$ cat config.mk
export PLATFORM = sky130hd
export DESIGN_NAME = bbx_exec
export DESIGN_NICKNAME = d
export VERILOG_FILES = /design/src/common/bbx_pkg.sv /design/src/hw/bbx_bank_addr.sv /design/src/hw/bbx_exec.sv
export SDC_FILE = /design/constraint.sdc
export NUM_CORES = 1
export LEC_CHECK = 0
export ABC_CLOCK_PERIOD_IN_PS = 6000
export BUFFER_PORTS_ARGS = -buffer_cell sky130_fd_sc_hd__buf_4
export CAP_MARGIN = 20
export CELL_PAD_IN_SITES_DETAIL_PLACEMENT = 2
export CELL_PAD_IN_SITES_GLOBAL_PLACEMENT = 2
export CORE_MARGIN = 1.5
export CORE_UTILIZATION = 34
export CTS_CLUSTER_DIAMETER = 150
export DETAILED_ROUTE_END_ITERATION = 10
export MAX_ROUTING_LAYER = met4
export PLACE_DENSITY_LB_ADDON = 0.1
export SETUP_SLACK_MARGIN = 0.2
export SLEW_MARGIN = 20
export SYNTH_ARGS = -nofsm -noshare
export SYNTH_HDL_FRONTEND = slang
export SYNTH_SLANG_ARGS = --single-unit
$ cat constraint.sdc
create_clock -name clk -period 6 [get_ports clk]
set_input_delay 0.3 -clock clk [delete_from_list [all_inputs] [get_ports clk]]
set_output_delay 0.3 -clock clk [all_outputs]
set_load 0.05 [all_outputs]
$ cat src/common/bbx_pkg.sv
// bbx_pkg: constants shared by the branch and bit-op execute block.
// assumes one core clock with four quarter phases per instruction cycle.
package bbx_pkg;
	localparam int PC_W = 21;
	localparam int INSTR_W = 16;
	localparam int DATA_W = 8;
	localparam int BANK_W = 4;
	localparam int ADDR_W = 12;

	// quarter phases of one instruction cycle
	localparam logic [1:0] PH_Q1 = 2'h0;
	localparam logic [1:0] PH_Q2 = 2'h1;
	localparam logic [1:0] PH_Q3 = 2'h2;
	localparam logic [1:0] PH_Q4 = 2'h3;
	localparam logic [1:0] PH_RESET = 2'h0;

	// opcode fields
	localparam logic [7:0] OPC_BRANCH_IF_ZERO_CLEAR = 8'he1;
	localparam logic [4:0] OPC_RELATIVE_JUMP_ALWAYS = 5'h1a;
	localparam logic [3:0] OPC_SINGLE_BIT_SET = 4'h8;
	localparam logic [3:0] OPC_TEST_BIT_SKIP_IF_CLEAR = 4'hb;
	localparam logic [3:0] OPC_TEST_BIT_SKIP_IF_ONE = 4'ha;

	// field positions within the instruction word
	localparam int SHORT_OFS_W = 8;
	localparam int LONG_OFS_W = 11;
	localparam int BIT_IDX_LSB = 9;
	localparam int BIT_IDX_W = 3;
	localparam int ACCESS_BIT = 8;
	localparam int FILE_ADDR_W = 8;

	// fast-access bank: low half maps to bank 0, high half to the top bank
	localparam logic [7:0] ACCESS_SPLIT = 8'h80;
	localparam logic [3:0] ACCESS_LOW_BANK = 4'h0;
	localparam logic [3:0] ACCESS_HIGH_BANK = 4'hf;

	// idle cycles appended after a taken branch or a skip
	localparam logic [1:0] NOP_NONE = 2'h0;
	localparam logic [1:0] NOP_ONE = 2'h1;
	localparam logic [1:0] NOP_TWO = 2'h2;

	typedef enum logic [2:0] {
		BBX_OP_NONE = 3'b000,
		BBX_OP_BNZ = 3'b001,
		BBX_OP_JUMP = 3'b010,
		BBX_OP_SET = 3'b011,
		BBX_OP_SKIP_CLR = 3'b100,
		BBX_OP_SKIP_ONE = 3'b101
	} bbx_op_t;
endpackage : bbx_pkg

$ cat src/hw/bbx_bank_addr.sv
// bbx_bank_addr: forms the full data address of a register operand.
// assumes the bank select register value is stable while it is used.
`timescale 1ns/1ps
`default_nettype none
module bbx_bank_addr
(
	input wire logic access_sel,
	input wire logic [bbx_pkg::BANK_W-1:0] bank_select_register,
	input wire logic [bbx_pkg::FILE_ADDR_W-1:0] file_addr,
	output logic [bbx_pkg::ADDR_W-1:0] full_addr
);
	logic [bbx_pkg::BANK_W-1:0] bank;

	always_comb
	begin
		if (access_sel)
			bank = bank_select_register;
		else if (file_addr < bbx_pkg::ACCESS_SPLIT)
			bank = bbx_pkg::ACCESS_LOW_BANK;
		else
			bank = bbx_pkg::ACCESS_HIGH_BANK;
		full_addr = {bank, file_addr};
	end
endmodule : bbx_bank_addr
`default_nettype wire

$ cat src/hw/bbx_exec.sv
// bbx_exec: decode and execute of conditional/unconditional relative
// branches, single-bit set and the bit-test skips of an 8-bit core.
// assumes the fetch pipeline offers the next word at Q1, the program
// counter input already points past the current word, and the register
// file returns read data in the cycle after a read strobe.
`timescale 1ns/1ps
`default_nettype none
module bbx_exec
#(
	parameter int PC_W = bbx_pkg::PC_W
)
(
	input wire logic clk,
	input wire logic nrst,
	input wire logic [bbx_pkg::INSTR_W-1:0] instr,
	input wire logic instr_valid,
	input wire logic zero_flag,
	input wire logic [PC_W-1:0] program_counter,
	input wire logic [bbx_pkg::BANK_W-1:0] bank_select_register,
	input wire logic next_is_two_word,
	input wire logic [bbx_pkg::DATA_W-1:0] rd_data,
	output logic instr_take,
	output logic nop_cycle,
	output logic [1:0] q_phase,
	output logic pc_wr,
	output logic [PC_W-1:0] pc_target,
	output logic reg_rd,
	output logic reg_wr,
	output logic [bbx_pkg::ADDR_W-1:0] reg_addr,
	output logic [bbx_pkg::DATA_W-1:0] reg_wdata,
	output logic discard_fetched
);
	bbx_pkg::bbx_op_t op, next_op;
	logic [1:0] next_q_phase;
	logic [1:0] nop_left, next_nop_left;
	logic idle, next_idle;
	logic [bbx_pkg::INSTR_W-1:0] held, next_held;
	logic next_pc_wr;
	logic [PC_W-1:0] next_pc_target;
	logic next_reg_rd;
	logic next_reg_wr;
	logic [bbx_pkg::ADDR_W-1:0] next_reg_addr;
	logic [bbx_pkg::DATA_W-1:0] next_reg_wdata;
	logic next_discard;
	logic [bbx_pkg::ADDR_W-1:0] operand_addr;
	logic [PC_W-1:0] short_disp;
	logic [PC_W-1:0] long_disp;
	logic [bbx_pkg::DATA_W-1:0] bit_mask;
	logic tested_bit;

	// operand address of the word being decoded at Q1
	bbx_bank_addr u_bank_addr
	(
		.access_sel(instr[bbx_pkg::ACCESS_BIT]),
		.bank_select_register(bank_select_register),
		.file_addr(instr[bbx_pkg::FILE_ADDR_W-1:0]),
		.full_addr(operand_addr)
	);

	// offsets sign-extended and doubled; the counter is already past
	// the word, which yields current address plus 2 plus 2n
	assign short_disp = PC_W'({{(PC_W-bbx_pkg::SHORT_OFS_W){
		held[bbx_pkg::SHORT_OFS_W-1]}},
		held[bbx_pkg::SHORT_OFS_W-1:0]} << 1);
	assign long_disp = PC_W'({{(PC_W-bbx_pkg::LONG_OFS_W){
		held[bbx_pkg::LONG_OFS_W-1]}},
		held[bbx_pkg::LONG_OFS_W-1:0]} << 1);

	// three-bit index covers 0..7 and eight-bit address 0..255 fully
	assign bit_mask = bbx_pkg::DATA_W'(8'h01 <<
		held[bbx_pkg::BIT_IDX_LSB +: bbx_pkg::BIT_IDX_W]);
	assign tested_bit = |(rd_data & bit_mask);

	// a new word is taken only at Q1 and never during idle cycles
	assign instr_take = (q_phase == bbx_pkg::PH_Q1) && !idle
		&& instr_valid;
	assign nop_cycle = idle;

	always_comb
	begin
		next_q_phase = q_phase + 2'h1;
		next_op = op;
		next_held = held;
		next_nop_left = nop_left;
		next_idle = idle;
		next_pc_wr = 1'b0;
		next_pc_target = pc_target;
		next_reg_rd = 1'b0;
		next_reg_wr = 1'b0;
		next_reg_addr = reg_addr;
		next_reg_wdata = reg_wdata;
		next_discard = 1'b0;
		case (q_phase)
			bbx_pkg::PH_Q1:
			begin
				next_op = bbx_pkg::BBX_OP_NONE;
				if (!idle && instr_valid)
				begin
					next_held = instr;
					if (instr[15:8] == bbx_pkg::OPC_BRANCH_IF_ZERO_CLEAR)
						next_op = bbx_pkg::BBX_OP_BNZ;
					else if (instr[15:11] == bbx_pkg::OPC_RELATIVE_JUMP_ALWAYS)
						next_op = bbx_pkg::BBX_OP_JUMP;
					else if (instr[15:12] == bbx_pkg::OPC_SINGLE_BIT_SET)
						next_op = bbx_pkg::BBX_OP_SET;
					else if (instr[15:12] == bbx_pkg::OPC_TEST_BIT_SKIP_IF_CLEAR)
						next_op = bbx_pkg::BBX_OP_SKIP_CLR;
					else if (instr[15:12] == bbx_pkg::OPC_TEST_BIT_SKIP_IF_ONE)
						next_op = bbx_pkg::BBX_OP_SKIP_ONE;
					else
						next_op = bbx_pkg::BBX_OP_NONE;
					// bit ops read their register during Q2
					if (next_op == bbx_pkg::BBX_OP_SET ||
						next_op == bbx_pkg::BBX_OP_SKIP_CLR ||
						next_op == bbx_pkg::BBX_OP_SKIP_ONE)
					begin
						next_reg_rd = 1'b1;
						next_reg_addr = operand_addr;
					end
				end
			end
			bbx_pkg::PH_Q2:
			begin
				// read data arrives during Q3; nothing to launch here
				next_op = op;
			end
			bbx_pkg::PH_Q3:
			begin
				// decisions made here take effect in Q4
				case (op)
					bbx_pkg::BBX_OP_BNZ:
						if (!zero_flag)
						begin
							next_pc_wr = 1'b1;
							next_pc_target = program_counter + short_disp;
							next_nop_left = bbx_pkg::NOP_ONE;
						end
					bbx_pkg::BBX_OP_JUMP:
					begin
						next_pc_wr = 1'b1;
						next_pc_target = program_counter + long_disp;
						next_nop_left = bbx_pkg::NOP_ONE;
					end
					bbx_pkg::BBX_OP_SET:
					begin
						next_reg_wr = 1'b1;
						next_reg_wdata = rd_data | bit_mask;
					end
					bbx_pkg::BBX_OP_SKIP_CLR,
					bbx_pkg::BBX_OP_SKIP_ONE:
						if (tested_bit == (op == bbx_pkg::BBX_OP_SKIP_ONE))
						begin
							next_discard = 1'b1;
							next_nop_left = next_is_two_word ?
								bbx_pkg::NOP_TWO : bbx_pkg::NOP_ONE;
						end
					default:
						next_op = bbx_pkg::BBX_OP_NONE;
				endcase
			end
			bbx_pkg::PH_Q4:
			begin
				// flags are never driven: none of these ops alter status
				next_op = bbx_pkg::BBX_OP_NONE;
				// idle spans whole instruction cycles, so fetch sees
				// nop_cycle through all four phases of each one
				next_idle = (nop_left != 2'h0);
				if (nop_left != 2'h0)
					next_nop_left = nop_left - 2'h1;
			end
			default:
				next_q_phase = bbx_pkg::PH_RESET;
		endcase
	end

	always_ff @(posedge clk or negedge nrst)
	begin
		if (!nrst)
		begin
			q_phase <= bbx_pkg::PH_RESET;
			op <= bbx_pkg::BBX_OP_NONE;
			held <= '0;
			nop_left <= bbx_pkg::NOP_NONE;
			idle <= 1'b0;
			pc_wr <= 1'b0;
			pc_target <= '0;
			reg_rd <= 1'b0;
			reg_wr <= 1'b0;
			reg_addr <= '0;
			reg_wdata <= '0;
			discard_fetched <= 1'b0;
		end
		else
		begin
			q_phase <= next_q_phase;
			op <= next_op;
			held <= next_held;
			nop_left <= next_nop_left;
			idle <= next_idle;
			pc_wr <= next_pc_wr;
			pc_target <= next_pc_target;
			reg_rd <= next_reg_rd;
			reg_wr <= next_reg_wr;
			reg_addr <= next_reg_addr;
			reg_wdata <= next_reg_wdata;
			discard_fetched <= next_discard;
		end
	end
endmodule : bbx_exec
`default_nettype wire
==> metrics.md <==
| Metric | Value |
|---|---|
| Final wirelength | `around 11 mm` |
| Clk_lat worst skew | `about 0.35 ns` |
| CTS Hold Buffers Added | `0` |
| CP startpoint kind | `register` |
| Port Buffers | `about 100` |
| Syn avg cell area | `9.828 µm²` |
| Postcts setup bufs | `0` |
| Max-slew violations | `0` |
| H-tree Lvls | `3` |
| Vias in the first global route | `3595` |
| Syn Inst Count | `378` |
| Max-cap violation count | `0` |
| Worst-path clk slew | `0.07 ns` |
| M3 GR Usage | `5.811%` |
| Ys flop type | `dfrtp_1` |
| Cell taking the most area after synthesis | `dfrtp_1` |
| Worst r2r path cells | `11` |
| # IOs | `103` |
| Grt ovf | `0` |
| CP Launch Point | `op[0]$_DFFE_PN0P_` |
| Crit end category | `register` |
| Layout area overhead | `29.94%` |
| M2 GR Usage | `~34%` |
| Area contributors post-synth | `dfrtp_1, ha_1, nand2_1, mux2_2, o21ai_0` |
| Cell row count | `37` |
| Top-area cell type share of the netlist area | `a little over two fifths` |
| Worst VDD drop | `0.2078 mV` |
| DRC errors left | `0` |
| Filler cells | `roughly 1200` |
| CP delay by family, top | `compound AO/OA/AOI/OAI gates` |
| Post-Place Cells | `605` |
| RR Endpoint | `pc_target[20]$_DFFE_PN0P_` |
| Worst r2r src | `op[0]$_DFFE_PN0P_` |
| Core Area | `roughly 10000 µm²` |
| WP buf/inv | `1` |
| Leading cell types in the layout, fill and taps excluded | `buf_4, dfrtp_1, nand2_1` |
| Critical Path RT | `~6.3 ns` |
| WS Path Type | `reg2reg` |
| Util after Layout | `approximately 46%` |
| TNS Setup | `0 ns` |
| Setup ws final | `~2.3 ns` |
| Top Usage Layer GRT | `met2` |
| Post-DR wirelength/cell | `about 18 µm` |
| Total number of vias | `3223` |
| CTS Root Cell | `clkbuf_8` |
| Yosys cell types | `55` |
| Status | `finished, final reports clean` |
| Number of synthesized register bits | `65` |
| Fin. Hold Viols | `0` |
| Final std cells w/o fill | `between 600 and 700` |
| EDFF count, synth | `0` |
| All-layer global routing usage | `21.39%` |
| Final setup viols | `0` |
| Net count after synthesis | `between 400 and 500` |
| Ant diodes | `0` |
| Routed Antenna Nets | `0` |
| CTS tree | `done` |
| DRT iter0 DRCs | `103` |
| Slowest stage delay, CP | `between 0.5 and 0.6 ns` |
| Largest net degree at the start of global routing | `66` |
| Final Net Count | `approximately 560` |
| Global-route wire length before repair | `roughly 19 mm` |
| Achievable clock frequency | `between 200 and 300 MHz` |
| Clock skew | `just over 0.007 ns` |
| Slew headroom | `about a third` |
| Crit path cell chain | `nand2b_1 > o21ai_0 > a21boi_0 > inv_1 > ha_1 > nand4_1 > or4_1 > o211a_2 > a2111o_1 > and4_4 > o31ai_2` |
| Critical Path AT | `around 4.0 ns` |
| Die span in x | `around 110 µm` |
| Vias per Instance | `roughly 5.2` |
| RSZ-0062 raised after global routing | `no` |
| Post-CTS sizing | `0` |
| DIE HEIGHT | `107.5 µm` |
| Number of clock sinks | `65` |
| Leak | `between 2 and 2.5 nW` |
| Most common cell after layout, fill and taps aside | `buf_4` |
| Hold crit path type | `in2async` |
| Period utilization | `62.17%` |
| Hpwl dp | `a little over 8 mm` |
| Levels on crit path | `11` |
| GP Congestion | `a little over 0.8` |
| PD cells | `approximately 470 nW/µm²` |
| R2R Setup Slk | `roughly 2.3 ns` |
| CTS buffer count | `9` |
| Sequential area share after synthesis | `43.79%` |
| Layout cell share with drive strength beyond 1 | `around 30%` |
| DP Worst Slack | `between 2 and 2.5 ns` |
| Worst setup endpoint | `pc_target[20]$_DFFE_PN0P_` |
| Antenna violations before repair | `0` |
| Starting Density | `between 30% and 40%` |
| Post-layout min period | `3.730 ns` |
| Die Footprint | `between 10000 and 15000 µm²` |
| Final instance area | `between 4000 and 5000 µm²` |
| Worst-Margin Slew | `just over 1 ns` |
| Met1 usage | `between 20 and 30%` |
| Drt first pass iters | `4` |
| Dpl cell area | `between 4000 and 5000 µm²` |
| CTS Buffer Depth | `2` |
| Syn Std Cell Area | `3715 µm²` |
| CP Max Fanout | `10` |
| Worst path slowest cell | `or4_1` |
| Ys async rst share | `between 90% and 100%` |
| Ys Warns | `0` |
-- kinds of logic (layout without fill, tap and decap cells) --
family	count (synthesis)	in the layout	synth area share, %
AOI/OAI and AO/OA	120	120	20.92
xor gates and xnor gates	16	16	3.772
adders and majority gates	27	27	9.296
buffers and inverters	32	137	3.267
DFF	65	65	43.79
muxes	21	21	6.905
and+or+nand+nor	97	97	12.06
-- how the worst min path moves through the flow --
stage                              startpoint                   endpoint  slack (ns)  cells after the start
finish                                   nrst  pc_target[13]$_DFFE_PN0P_        0.03                      1
global route                             nrst  pc_target[17]$_DFFE_PN0P_        0.11                      1
CTS                                      nrst  pc_target[13]$_DFFE_PN0P_        0.09                      1
detailed placement  pc_target[13]$_DFFE_PN0P_  pc_target[13]$_DFFE_PN0P_        0.47                      2
global placement     pc_target[1]$_DFFE_PN0P_   pc_target[1]$_DFFE_PN0P_        0.46                      2
floorplan                                nrst  discard_fetched$_DFF_PN0_       0.004                      0
-- where the power goes --
part           internal [W]  switching (W)  leakage (nW)
clock network      0.000222       0.000173         0.101
logic              0.000469       0.000771          1.47
registers          0.000559      0.0000930         0.809
-- final cells by class --
cell class / instances / area (µm²) / share of cell area [%]
clock inverters: 2 / 37.54 / 0.7776
multi-input cells: 281 / 1979 / 41.01
repair buffers: 103 / 773.2 / 16.02
clock buffers: 12 / 165.2 / 3.421
inverters: 20 / 75.07 / 1.555
flip-flops and latches: 65 / 1627 / 33.70
well taps: 136 / 170.2 / 3.525
-- metal layers --
layer | part of all wire, % | wire length (µm)
met5 | 0 | 0
met4 | 1.1 | 119
met3 | 4.8 | 539
met2 | 47 | 5263
met1 | 47 | 5194
-- worst reg2reg max path: stages (launching register included) --
cell	delay, ns
dfrtp_1	0.46
nand2b_1	0.22
o21ai_0	0.28
a21boi_0	0.32
inv_1	0.27
ha_1	0.47
nand4_1	0.11
or4_1	0.53
o211a_2	0.16
a2111o_1	0.45
and4_4	0.21
o31ai_2	0.16
-- cell usage after synthesis (2+ instances only) --
master,n
a21o_1,7
mux4_2,2
o21a_1,3
a32o_1,2
inv_1,20
clkbuf_1,11
nand4_1,3
o21ai_0,38
nand3b_1,2
and3_1,2
or4_1,2
o31ai_1,2
a21oi_1,28
nand2b_1,3
a31oi_1,10
o21bai_1,3
a211oi_1,3
o2111ai_1,3
nor2_1,14
xnor2_1,7
nor2b_1,6
nor3_1,2
nand3_1,5
a2111o_1,2
ha_1,26
a21boi_0,2
dfrtp_1,65
mux2i_1,2
xor2_1,9
a31o_2,2
nand2_1,52
mux2_2,17
-- state kept, by name, summed over array words and instances (netlist names) --
signal and cells:
q_phase 2, reg_rd 1, nop_cycle 1, reg_wdata 8
reg_wr 1, pc_wr 1, nop_left 2, op 3
pc_target 21, reg_addr 12, discard_fetched 1, held 12
-- per-stage QoR --
step                total power [W]  hold slack (ns)
floorplan                  0.001529         0.004409
global placement           0.001858           0.4642
detailed placement         0.001904           0.4730
CTS                        0.002314          0.09369
global route               0.002459           0.1148
finish                     0.002286          0.03054
(Power assumes the default switching activity.)
